[config.mk]
export PLATFORM = sky130hd
export DESIGN_NAME = rg_reset_gen
export DESIGN_NICKNAME = d
export VERILOG_FILES = /design/src/core/rg_pkg.sv /design/src/core/rg_timer.sv /design/src/core/rg_reset_gen.sv
export SDC_FILE = /design/constraint.sdc
export NUM_CORES = 1
export LEC_CHECK = 0
export BUFFER_PORTS_ARGS = -buffer_cell sky130_fd_sc_hd__buf_2
export CORE_MARGIN = 2
export CORE_UTILIZATION = 50
export DETAILED_ROUTE_END_ITERATION = 16
export GPL_ROUTABILITY_DRIVEN = 0
export PLACE_DENSITY = 0.71
export SYNTH_ARGS = -nofsm -noshare
export SYNTH_HDL_FRONTEND = slang
export SYNTH_SLANG_ARGS = --single-unit
[constraint.sdc]
create_clock -name clock_in -period 5.7 [get_ports clock_in]
set_input_delay 1.14 -clock clock_in [delete_from_list [all_inputs] [get_ports clock_in]]
set_output_delay 1.14 -clock clock_in [all_outputs]
set_load 0.01 [all_outputs]
[src/core/rg_pkg.sv]
package rg_pkg;

	// ****************************************
	// clock and time base
	// ****************************************
	localparam int CLOCK_HZ      = 50_000_000;
	localparam int MS_PER_S      = 1000;
	localparam int CYCLES_PER_MS = CLOCK_HZ / MS_PER_S;
	localparam int MS_W          = 16;

	// ****************************************
	// release waits in ms, indexed by the 3-bit select
	// ****************************************
	localparam int SEL_W = 3;
	localparam logic [MS_W-1:0] ORD_WAIT_MS [0:7] = '{
		16'h0001, 16'h0002, 16'h0004, 16'h0008, 16'h0010, 16'h0018, 16'h0020, 16'h002d};
	localparam logic [MS_W-1:0] NET_WAIT_MS [0:7] = '{
		16'h0001, 16'h0002, 16'h0003, 16'h0004, 16'h0005, 16'h0006, 16'h0008, 16'h000a};

	// ****************************************
	// hold timers in ms (plain defaults)
	// ****************************************
	localparam int STUCK_MS  = 500;
	localparam int ACK_MS    = 2000;
	localparam int LINGER_MS = 100;

	// ****************************************
	// register map (byte addresses) and fields
	// ****************************************
	localparam int ADDR_W = 4;
	localparam logic [ADDR_W-1:0] CONTROL_ADDR = 4'h0;
	localparam logic [ADDR_W-1:0] DELAY_ADDR   = 4'h4;
	localparam logic [ADDR_W-1:0] STATUS_ADDR  = 4'h8;

	localparam int CTL_KEEP_AWAKE = 0;
	localparam int CTL_TX_LEVEL   = 1;
	localparam int DLY_ORD_LSB    = 0;
	localparam int DLY_NET_LSB    = 4;
	localparam int ST_LINE        = 0;
	localparam int ST_VALID       = 1;
	localparam int ST_FORCE       = 2;
	localparam int ST_EXT_LOW     = 3;
	localparam int ST_STUCK_RUN   = 4;
	localparam int ST_ACK_RUN     = 5;
	localparam int ST_LINGER_RUN  = 6;
	localparam int ST_NET_WAKE    = 7;

	localparam logic [SEL_W-1:0] ORD_SEL_RESET = 3'h0;
	localparam logic [SEL_W-1:0] NET_SEL_RESET = 3'h0;

	// ****************************************
	// release sequence
	// ****************************************
	typedef enum logic [1:0] {
		RG_HOLD     = 2'b00,
		RG_WAIT     = 2'b01,
		RG_RELEASED = 2'b11
	} rg_state_type;

endpackage : rg_pkg

[src/core/rg_timer.sv]
`timescale 1ns/10ps
module rg_timer
	import rg_pkg::*;
(
	input  wire logic            clock_in,
	input  wire logic            reset_in,
	input  wire logic            tick_in,
	input  wire logic            start_in,
	input  wire logic            stop_in,
	input  wire logic [MS_W-1:0] load_in,
	output logic                 running_out,
	output logic                 expired_out
);

	logic [MS_W-1:0] count;

	// start wins over stop; counts whole ms ticks down to zero
	always_ff @(posedge clock_in) begin
		if (reset_in) begin
			count       <= '0;
			running_out <= 1'b0;
			expired_out <= 1'b0;
		end else if (start_in) begin
			count       <= load_in;
			running_out <= 1'b1;
			expired_out <= 1'b0;
		end else if (stop_in) begin
			count       <= '0;
			running_out <= 1'b0;
			expired_out <= 1'b0;
		end else if (running_out && tick_in) begin
			if (count <= MS_W'(1)) begin
				count       <= '0;
				running_out <= 1'b0;
				expired_out <= 1'b1;
			end else begin
				count <= count - MS_W'(1);
			end
		end else begin
			expired_out <= 1'b0;
		end
	end

endmodule : rg_timer

[src/core/rg_reset_gen.sv]
// Added by the designer: the Avalon-MM slave port and the placing of the registers.
`timescale 1ns/10ps
// What this block does
// RQ1: after power-up hold the reset line low until supply passes rising trip.
// RQ2: release after delay; network wait if woken by network, else ordinary.
// RQ3: supply below falling trip asserts reset and marks supply invalid.
// RQ4: reset line level always readable as a status bit.
// RQ5: ordinary release wait chosen by 3-bit field, 1 ms to 45 ms.
// RQ6: network release wait chosen by separate 3-bit field, 1 ms to 10 ms.
// RQ7: reset line is open-drain; only ever pulled low.
// RQ8: when not pulling, sample the line and detect external low.
// RQ9: transmit level bit forced set while the line is low.
// RQ10: keep-awake bit forced clear while the line is low.
// RQ11: bus line driver disabled while the line is low.
// RQ12: line assertion starts stuck timer forcing active; expiry ends that force.
// RQ13: line deassertion restarts init-ack timer forcing active.
// RQ14: init-ack timer reset by power-hold low or keep-awake set.
// RQ15: init-ack expiry without acknowledgement ends its force.
// RQ16: host pulls power-hold low or sets keep-awake within init-ack window.
// RQ17: power-hold release or keep-awake clear starts linger timer forcing active.
// RQ18: power-hold ignored while supply invalid and reset asserted.
// RQ19: transmit level bit clear pulls bus low, ORed with transmit pin.
// RQ20: active force is OR of timers, power-hold, keep-awake and other wakes.
module rg_reset_gen
	import rg_pkg::*;
#(
	parameter int CYCLES_PER_MS_P = CYCLES_PER_MS,
	parameter int STUCK_MS_P      = STUCK_MS,
	parameter int ACK_MS_P        = ACK_MS,
	parameter int LINGER_MS_P     = LINGER_MS
) (
	input  wire logic              clock_in,
	input  wire logic              reset_in,
	// avalon-mm slave
	input  wire logic [ADDR_W-1:0] address_in,
	input  wire logic              read_in,
	input  wire logic              write_in,
	input  wire logic [31:0]       writedata_in,
	output logic      [31:0]       readdata_out,
	output logic                   waitrequest_out,
	// supply comparators
	input  wire logic              supply_above_rise_in,
	input  wire logic              supply_below_fall_in,
	input  wire logic              net_wake_in,
	// open-drain reset line
	input  wire logic              reset_line_in,
	output logic                   reset_line_out,
	output logic                   reset_line_oe_out,
	// power hold, active low
	input  wire logic              power_hold_n_in,
	input  wire logic              other_wake_in,
	// bus transmitter
	input  wire logic              tx_pin_in,
	output logic                   bus_drive_low_out,
	output logic                   bus_driver_enable_out,
	output logic                   active_force_out
);

	// ****************************************
	// declarations
	// ****************************************
	rg_state_type     state;
	rg_state_type     next_state;
	logic             supply_valid;
	logic             line_low;
	logic             line_low_q;
	logic             ext_low;
	logic             keep_awake;
	logic             tx_level;
	logic [SEL_W-1:0] ord_sel;
	logic [SEL_W-1:0] net_sel;
	logic             net_wake;
	logic [MS_W-1:0]  wait_ms;
	logic [31:0]      pre_count;
	logic             ms_tick;
	logic             hold_ok;
	logic             hold_ok_q;
	logic             keep_awake_q;
	logic             line_fall;
	logic             line_rise;
	logic             wr_en;
	logic             wait_run;
	logic             wait_done;
	logic             stuck_run;
	logic             ack_run;
	logic             linger_run;

	// ****************************************
	// helpers
	// ****************************************
	function automatic logic [MS_W-1:0] wait_for(input logic net, input logic [SEL_W-1:0] o,
		input logic [SEL_W-1:0] n);
		wait_for = net ? NET_WAIT_MS[n] : ORD_WAIT_MS[o]; // [RQ2]
	endfunction : wait_for

	assign line_low  = ~reset_line_in;
	assign line_fall = line_low & ~line_low_q;
	assign line_rise = ~line_low & line_low_q;
	assign hold_ok   = ~power_hold_n_in & supply_valid; // [RQ18]
	assign wr_en     = write_in & ~waitrequest_out;
	assign wait_ms   = wait_for(net_wake, ord_sel, net_sel);

	// ****************************************
	// millisecond tick
	// ****************************************
	always_ff @(posedge clock_in) begin
		if (reset_in) begin
			pre_count <= '0;
			ms_tick   <= 1'b0;
		end else if (pre_count >= 32'(CYCLES_PER_MS_P - 1)) begin
			pre_count <= '0;
			ms_tick   <= 1'b1;
		end else begin
			pre_count <= pre_count + 32'h1;
			ms_tick   <= 1'b0;
		end
	end

	// ****************************************
	// supply validity
	// ****************************************
	always_ff @(posedge clock_in) begin
		if (reset_in) begin
			supply_valid <= 1'b0; // [RQ1]
		end else if (supply_below_fall_in) begin
			supply_valid <= 1'b0; // [RQ3]
		end else if (supply_above_rise_in) begin
			supply_valid <= 1'b1;
		end
	end

	always_ff @(posedge clock_in) begin
		if (reset_in) begin
			net_wake <= 1'b0;
		end else if (state == RG_HOLD) begin
			net_wake <= net_wake_in; // [RQ2]
		end
	end

	// ****************************************
	// release sequence
	// ****************************************
	always_comb begin
		next_state = state;
		case (state)
			RG_HOLD: begin
				if (supply_valid) begin
					next_state = RG_WAIT; // [RQ1]
				end
			end
			RG_WAIT: begin
				if (!supply_valid) begin
					next_state = RG_HOLD;
				end else if (wait_done) begin
					next_state = RG_RELEASED; // [RQ2]
				end
			end
			RG_RELEASED: begin
				if (!supply_valid) begin
					next_state = RG_HOLD; // [RQ3]
				end
			end
			default: begin
				next_state = RG_HOLD;
			end
		endcase
	end

	always_ff @(posedge clock_in) begin
		if (reset_in) begin
			state             <= RG_HOLD;
			reset_line_oe_out <= 1'b1;
			reset_line_out    <= 1'b0;
		end else begin
			state             <= next_state;
			reset_line_oe_out <= (next_state != RG_RELEASED); // [RQ1] [RQ3]
			reset_line_out    <= 1'b0; // [RQ7]
		end
	end

	// ****************************************
	// line sampling
	// ****************************************
	always_ff @(posedge clock_in) begin
		if (reset_in) begin
			line_low_q <= 1'b1;
			ext_low    <= 1'b0;
		end else begin
			line_low_q <= line_low;
			ext_low    <= line_low & ~reset_line_oe_out; // [RQ8]
		end
	end

	// ****************************************
	// registers
	// ****************************************
	always_ff @(posedge clock_in) begin
		if (reset_in) begin
			keep_awake <= 1'b0;
			tx_level   <= 1'b1;
			ord_sel    <= ORD_SEL_RESET;
			net_sel    <= NET_SEL_RESET;
		end else begin
			if (wr_en && address_in == CONTROL_ADDR) begin
				keep_awake <= writedata_in[CTL_KEEP_AWAKE];
				tx_level   <= writedata_in[CTL_TX_LEVEL];
			end
			if (wr_en && address_in == DELAY_ADDR) begin
				ord_sel <= writedata_in[DLY_ORD_LSB +: SEL_W]; // [RQ5]
				net_sel <= writedata_in[DLY_NET_LSB +: SEL_W]; // [RQ6]
			end
			if (line_low) begin
				tx_level   <= 1'b1; // [RQ9]
				keep_awake <= 1'b0; // [RQ10]
			end
		end
	end

	always_ff @(posedge clock_in) begin
		if (reset_in) begin
			waitrequest_out <= 1'b1;
			readdata_out    <= '0;
		end else begin
			waitrequest_out <= ~((read_in | write_in) & waitrequest_out);
			if (read_in && waitrequest_out) begin
				readdata_out <= '0;
				case (address_in)
					CONTROL_ADDR: begin
						readdata_out[CTL_KEEP_AWAKE] <= keep_awake;
						readdata_out[CTL_TX_LEVEL]   <= tx_level;
					end
					DELAY_ADDR: begin
						readdata_out[DLY_ORD_LSB +: SEL_W] <= ord_sel;
						readdata_out[DLY_NET_LSB +: SEL_W] <= net_sel;
					end
					STATUS_ADDR: begin
						readdata_out[ST_LINE]       <= reset_line_in; // [RQ4]
						readdata_out[ST_VALID]      <= supply_valid;
						readdata_out[ST_FORCE]      <= active_force_out;
						readdata_out[ST_EXT_LOW]    <= ext_low;
						readdata_out[ST_STUCK_RUN]  <= stuck_run;
						readdata_out[ST_ACK_RUN]    <= ack_run;
						readdata_out[ST_LINGER_RUN] <= linger_run;
						readdata_out[ST_NET_WAKE]   <= net_wake;
					end
					default: begin
						readdata_out <= '0;
					end
				endcase
			end
		end
	end

	// ****************************************
	// timers
	// ****************************************
	always_ff @(posedge clock_in) begin
		if (reset_in) begin
			hold_ok_q    <= 1'b0;
			keep_awake_q <= 1'b0;
		end else begin
			hold_ok_q    <= hold_ok;
			keep_awake_q <= keep_awake;
		end
	end

	rg_timer u_wait (
		.clock_in    (clock_in),
		.reset_in    (reset_in),
		.tick_in     (ms_tick),
		.start_in    (state == RG_HOLD && supply_valid),
		.stop_in     (state != RG_WAIT && !(state == RG_HOLD && supply_valid)),
		.load_in     (MS_W'(wait_ms + MS_W'(1))), // extra tick: a partial first ms never shortens the wait
		.running_out (wait_run),
		.expired_out (wait_done)
	);

	rg_timer u_stuck (
		.clock_in    (clock_in),
		.reset_in    (reset_in),
		.tick_in     (ms_tick),
		.start_in    (line_fall), // [RQ12]
		.stop_in     (line_rise),
		.load_in     (MS_W'(STUCK_MS_P)),
		.running_out (stuck_run),
		.expired_out ()
	);

	rg_timer u_ack (
		.clock_in    (clock_in),
		.reset_in    (reset_in),
		.tick_in     (ms_tick),
		.start_in    (line_rise), // [RQ13]
		.stop_in     (hold_ok | keep_awake | line_low), // [RQ14]
		.load_in     (MS_W'(ACK_MS_P)),
		.running_out (ack_run), // [RQ15]
		.expired_out ()
	);

	rg_timer u_linger (
		.clock_in    (clock_in),
		.reset_in    (reset_in),
		.tick_in     (ms_tick),
		.start_in    ((hold_ok_q & ~hold_ok) | (keep_awake_q & ~keep_awake)), // [RQ17]
		.stop_in     (1'b0),
		.load_in     (MS_W'(LINGER_MS_P)),
		.running_out (linger_run),
		.expired_out ()
	);

	// ****************************************
	// outputs
	// ****************************************
	always_ff @(posedge clock_in) begin
		if (reset_in) begin
			active_force_out      <= 1'b1;
			bus_driver_enable_out <= 1'b0;
			bus_drive_low_out     <= 1'b0;
		end else begin
			active_force_out <= stuck_run | ack_run | linger_run | hold_ok
				| keep_awake | other_wake_in | line_fall | line_rise; // [RQ20]
			bus_driver_enable_out <= ~line_low; // [RQ11]
			bus_drive_low_out     <= ~line_low & (~tx_level | ~tx_pin_in); // [RQ19] [RQ11]
		end
	end

endmodule : rg_reset_gen

# Word level (Yosys, flattened, before mapping)
# Memory sizes are Yosys's and may differ from the RTL's.
# Index checks and enable logic that the tools add are counted.
[classes] add_sub_neg=6 order_cmp=7 n_eq_ne=6 muxes=46 bitwise_logic=34 n_reduce_logical=31
[ops] op="$mux W16" n=12
[ops] op="$le A16 B1 Y1 const B" n=4
[ops] op="$sub A16 B1 Y16 const B" n=4
[ops] op="$mux W11" n=3
[ops] op="$add A32 B1 Y32 const B" n=1
[ops] op="$ge A32 B16 Y1 const B" n=1
[ops] op="$mux W9" n=3
[ops] op="$mux W1" n=18
[ops] op="$reduce_bool A3 Y1" n=6
[ops] op="$add A16 B1 Y16 const B" n=1
[ops] op="$mux W7" n=2
[ops] op="$or A1 B1 Y1" n=12
[ops] op="$pmux W2 S3" n=2
[ops] op="$not A1 Y1" n=11
[ops] op="$and A1 B1 Y1" n=9
[ops] op="$logic_and A1 B1 Y1" n=9
[ops] op="$ge A4 B4 Y1 const B" n=2
[ops] op="$mux W2" n=4
[ops] op="$not A3 Y4" n=2
[ops] op="$reduce_and A2 Y1" n=4
[ops] op="$reduce_or A2 Y1" n=4
[ops] op="$pmux W3 S2" n=1
[ops] op="$reduce_or A3 Y1" n=2
[ops] op="$eq A4 B3 Y1 const B" n=1
[ops] op="11 further kinds" n=12
[word_totals] reg_bits=131 rom_bits=256 inputBits=47 out_inout_bits=38 elab_cells=163 mem_count=2
[memory_table] name="(no name shown)" words=8 width=16 read_ports=1 rd_clocked_by_memory_dff=0 write_ports=0 line_no="rg_reset_gen.sv:93" source="wait_for = net ? NET_WAIT_MS[n] : ORD_WAIT_MS[o];"
[memory_table] name="(no name shown)" words=8 width=16 read_ports=1 rd_clocked_by_memory_dff=0 write_ports=0 line_no="rg_reset_gen.sv:93"

# Depth between registers and ports, before layout
[depth] ltp_word=7 ltp_mapped=10 mapped_depth_nobuf=10

# Modules after synthesis
# Synthesis repeated with hierarchy kept, for this count alone.
[hier_totals] cells_unflattened=851 area_unflattened_um2=7120.6
[by_module_without_submodules] mod="rg_timer" n_inst=4 cells_per_inst=142 area_per_inst_um2=1128.6 seq_area_each_um2=360.3
[by_module_without_submodules] mod="rg_reset_gen" n_inst=1 cells_per_inst=283 area_per_inst_um2=2606.2 seq_area_each_um2=1241.2

# Worst setup path after synthesis
# Ideal clock, no wire load.
[synth_path] path_kind="in2reg" startpoint="input address_in[1]" endpoint="register net_sel[0]" setup_time_ns=0.128 arrival_time_ns=2.186 required_time_ns=5.572 setup_slack_ns=3.386 stages=6 path_buffers=1 cell_sequence="nor3_1 and2_1 clkbuf_1 nand3b_1 mux2i_1 nor2_1"
[synth_between] elab_chain_len=2
[synth_lines] element="start, declared" line_no="rg_reset_gen.sv:35" source="input wire logic [ADDR_W-1:0] address_in,"
[synth_lines] element="$eq A4 B3 Y1" line_no="rg_reset_gen.sv:208" source="if (wr_en && address_in == DELAY_ADDR) begin"
[synth_lines] element="$logic_and A1 B1 Y1" line_no="rg_reset_gen.sv:208"
[synth_lines] element="end signal, assigned" line_no="rg_reset_gen.sv:210" source="net_sel <= writedata_in[DLY_NET_LSB +: SEL_W];"
[synth_lines] element="end, declared" line_no="rg_reset_gen.sv:71" source="logic [SEL_W-1:0] net_sel;"
# Every way passes these cells.
# A chain may end at the register's enable or synchronous reset.

# Final worst setup path
[layout_path] startpoint="register u_ack.count[4]" endpoint="register u_ack.count[6]"
[layout_between] elab_chain_len=5 elab_cells_between_ends=6 cone_classes="add/sub: 1; order compare: 1; mux: 4"
[layout_lines] element="start, declared" line_no="rg_timer.sv:15" source="logic [MS_W-1:0] count;"
[layout_lines] element="start signal, assigned" line_no="rg_timer.sv:24" source="count <= load_in;"
[layout_lines] element="start signal, assigned" line_no="rg_timer.sv:37" source="count <= count - MS_W'(1);"
[layout_lines] element="$sub A16 B1 Y16 or $le A16 B1 Y1 (tied branches)" line_no="rg_timer.sv:37, rg_timer.sv:32"
[layout_lines] element="$mux W16 (*)" line_no="rg_timer.sv:32" source="if (count <= MS_W'(1)) begin"
[layout_lines] element="$mux W11 (*)" line_no="rg_timer.sv:31" source="end else if (running_out && tick_in) begin"
[layout_lines] element="$mux W11 (*)" line_no="rg_timer.sv:27" source="end else if (stop_in) begin"
[layout_lines] element="$mux W11 (*)" line_no="rg_timer.sv:23" source="end else if (start_in) begin"
# Every way passes the cells marked *; elsewhere a longest branch is shown, timed or not. The select of a mux whose other input is x is not followed.

==> impl_metrics.yaml <==
clock_network:
  cts_root_buf: "clkbuf_16"
  clkTransAtPathRegs_ns: 0.06
  clk_latency_ns: 0.42
  clockBufferDepth: 2
  ctsHoldBuffers: 0
  cts_max_level: 4
  post-cts-setup-buffer-count: 0
  cts.repair.resized: 0
  cts_tree: "built"
  cts_buffers: 17
  clock_sinks: 131
global_routing:
  overflow: 0
  grt_pass1_vias: 4641
  grt_max_degree: 55
  grt_pass1_wl_microns: 21030
  antenna_found_initial: 0
  grtUsageTotal_pct: 20.13
logic_synthesis:
  syn_inst: 684
  synth_top_family_by_area: "simple AND/OR/NAND/NOR gates"
  synth-xor-area-share_pct: 8.450
  synth-simple-area-share_pct: 26.01
  synth_seq_cells: 131
  yosysWarnings: 0
  synthArstFlopShare_pct: 0
  netlist_top_cells_area: "dfxtp_1 44%, nor2_1 5.6%, xnor2_1 5.5%, nor3_1 3.3%, a21oi_1 3.2%"
  synth_cell_type_count: 62
  synth_edf_count: 0
  synth-compound-area-share_pct: 11.36
  syn_avg_cell_area_sq_um: 8.789
  synth_ff_type: "dfxtp_1"
  synth_top_area_share_pct: 43.62
  muxShareOfSynthArea_pct: 1.561
  yosysSeqAreaShare_pct: 43.62
  netlist_area_sq_mm: 0.006012
  yosysTopAreaCell: "dfxtp_1"
  synth_adder_area_share_pct: 2.914
min_path:
  holdCritPathClass: "flop to flop"
route:
  maxUsedRoutingLayer: "met4"
  dr_total_vias: 4858
  wl_per_cell_microns: 13.62
  wl_met2_microns: 5912
  routed_wl_microns: 12120
  drtPass1Iterations: 6
  drtIter0Drc: 458
  drcViolationCount: 0
  ant_nets: 0
  via_per_inst: 5.458
  drt-met1-wl_microns: 5490
  dr_wl_met3_microns: 509
sta:
  worst_slack_ns: 3.355
  setup-violations-final: 0
  slew-limit-headroom_pct: 18.92
  hold_viol: 0
  skew_ns: 0.006313
  setup_tns_ns: 0
  fmax_mhz: 426.4
  finalCritPeriodShare_pct: 41.14
  finalCriticalPeriod_ns: 2.345
  tightest_slew_ns: 1.216
  hold_slack_ns: 0.4554
  slew_viol_final: 0
  rsz0062_at_grt: "no"
die:
  die_area_sq_mm: 0.01292
  fp.dieW_microns: 113.7
  core.rowCount: 40
  top_level_ports: 85
  die_h_microns: 113.7
  start_util_pct: 50.69
  coreArea_sq_mm: 0.01186
power_and_ir_drop:
  vdd_drop_max_mv: 0.2095
  p_sw_mw: 0.5847
  internal-power_mw: 1.601
  p_leak_nw: 2.693
  p_sw_share_pct: 26.75
  combPwrFrac_pct: 9.2
  power_frac_clock_pct: 46.4
  seqPwrFrac_pct: 44.4
  power.density_mw_per_mm2: 322.7
  power.total_mw: 2.186
worst_setup_path:
  critPathKind: "flop to flop"
  crit_fanout: 7
  cp.arrival_ns: 2.63
  rrSetupSlack_ns: 3.35
  cp-start-kind: "flop"
  cp-end-kind: "flop"
  required_ns: 5.99
place:
  port_buffers: 33
  hpwlAfterDp_microns: 8409
  dpl-instance-area_sq_mm: 0.006213
  dp_slack_ns: 2.941
  dp.cells: 858
layout:
  finalNonFillerCells: 890
  diodes: 0
  fin_area_sq_mm: 0.006773
  nets: 791
  drive_gt1_share_pct: 11.17
  final_core_util_pct: 57.10
  synthToLayoutAreaGrowth_pct: 12.65
run_status:
  outcome: "finished, final reports clean"
flow_run:
  cap_viol_max_count: 0
[power by group through the flow]
stage	clock, mW	combinational, mW	sequential [mW]
6_report	1.01	0.201	0.970
5_1_grt	1.08	0.226	0.974
4_1_cts	1.04	0.201	0.969
3_5_place_dp	0	0.196	0.989
3_3_place_gp	0	0.192	0.987
2_1_floorplan	0	0.173	0.983
[cell usage after synthesis (all sizes together) (6+ instances only)]
library cell	instances
a21oi	39
a221oi	9
a31oi	9
and2	6
and3	10
buf	32
clkbuf	15
dfxtp	131
ha	14
inv	15
mux2i	6
nand2	49
nand2b	7
nand3	16
nand4	6
nor2	90
nor2b	11
nor3	42
nor4	27
o21ai	27
or3	16
or4	6
xnor2	38
xor2	20
[per-layer routing]
| metal | vias up | GRT usage, % |
|---|---|---|
| li1 | 2441 | - |
| met1 | 2272 | 23.81 |
| met2 | 121 | 34.25 |
| met3 | 24 | 6.429 |
| met4 | 0 | 7.561 |
| met5 | - | 0 |
[worst max-delay path: stages (launching register included)]
cell and delay [ns]:
dfxtp_1 0.35, or4_4 0.56, or3_1 0.47, o2111a_2 0.37
a221oi_1 0.39, nor2_1 0.08
[cells in the final DEF, fill, tap and decap left out, types with 20 or more instances in the layout]
cell | synthesis | routed
a21oi_1 | 39 | 39
buf_2 | 1 | 33
conb_1 | 1 | 41
dfxtp_1 | 131 | 131
nand2_1 | 49 | 49
nor2_1 | 89 | 89
nor3_1 | 40 | 40
nor4_1 | 25 | 25
o21ai_0 | 25 | 25
xnor2_1 | 38 | 38
xor2_1 | 20 | 20
[flip-flops by register name, summed over array words and instances, names as in the netlist, 2 cells and up]
| name | flops |
|---|---|
| u_ack.count | 16 |
| u_wait.count | 16 |
| u_linger.count | 16 |
| ord_sel | 3 |
| u_stuck.count | 16 |
| pre_count | 32 |
| readdata_out | 8 |
| net_sel | 3 |
| state | 2 |
[worst paths after layout]
path / from / to / depth (start not counted)
worst max register to register: u_ack.count[4] / u_ack.count[6] / 5
worst max-delay path: u_ack.count[4] / u_ack.count[6] / 5
worst min-delay path: ext_low / readdata_out[3] / 2
worst min register to register: ext_low / readdata_out[3] / 2
[kinds of logic after synthesis]
family,after synthesis
xor gates and xnor gates,58
DFF,131
AOI/OAI and AO/OA,107
and+or+nand+nor,302
adders and majority gates,14
buffers and inverters,62
muxes,9
other,1
[layout make-up]
cell class	count	area [sq um]
clock buffer	18	439.2
multi-input combinational	531	3178
tap	147	183.9
inverter	15	56.30
fill	1078	5089
clock inverter	14	120.1
timing repair buffer	34	172.7
sequential	131	2623
Power figures use the tool's default switching activity.
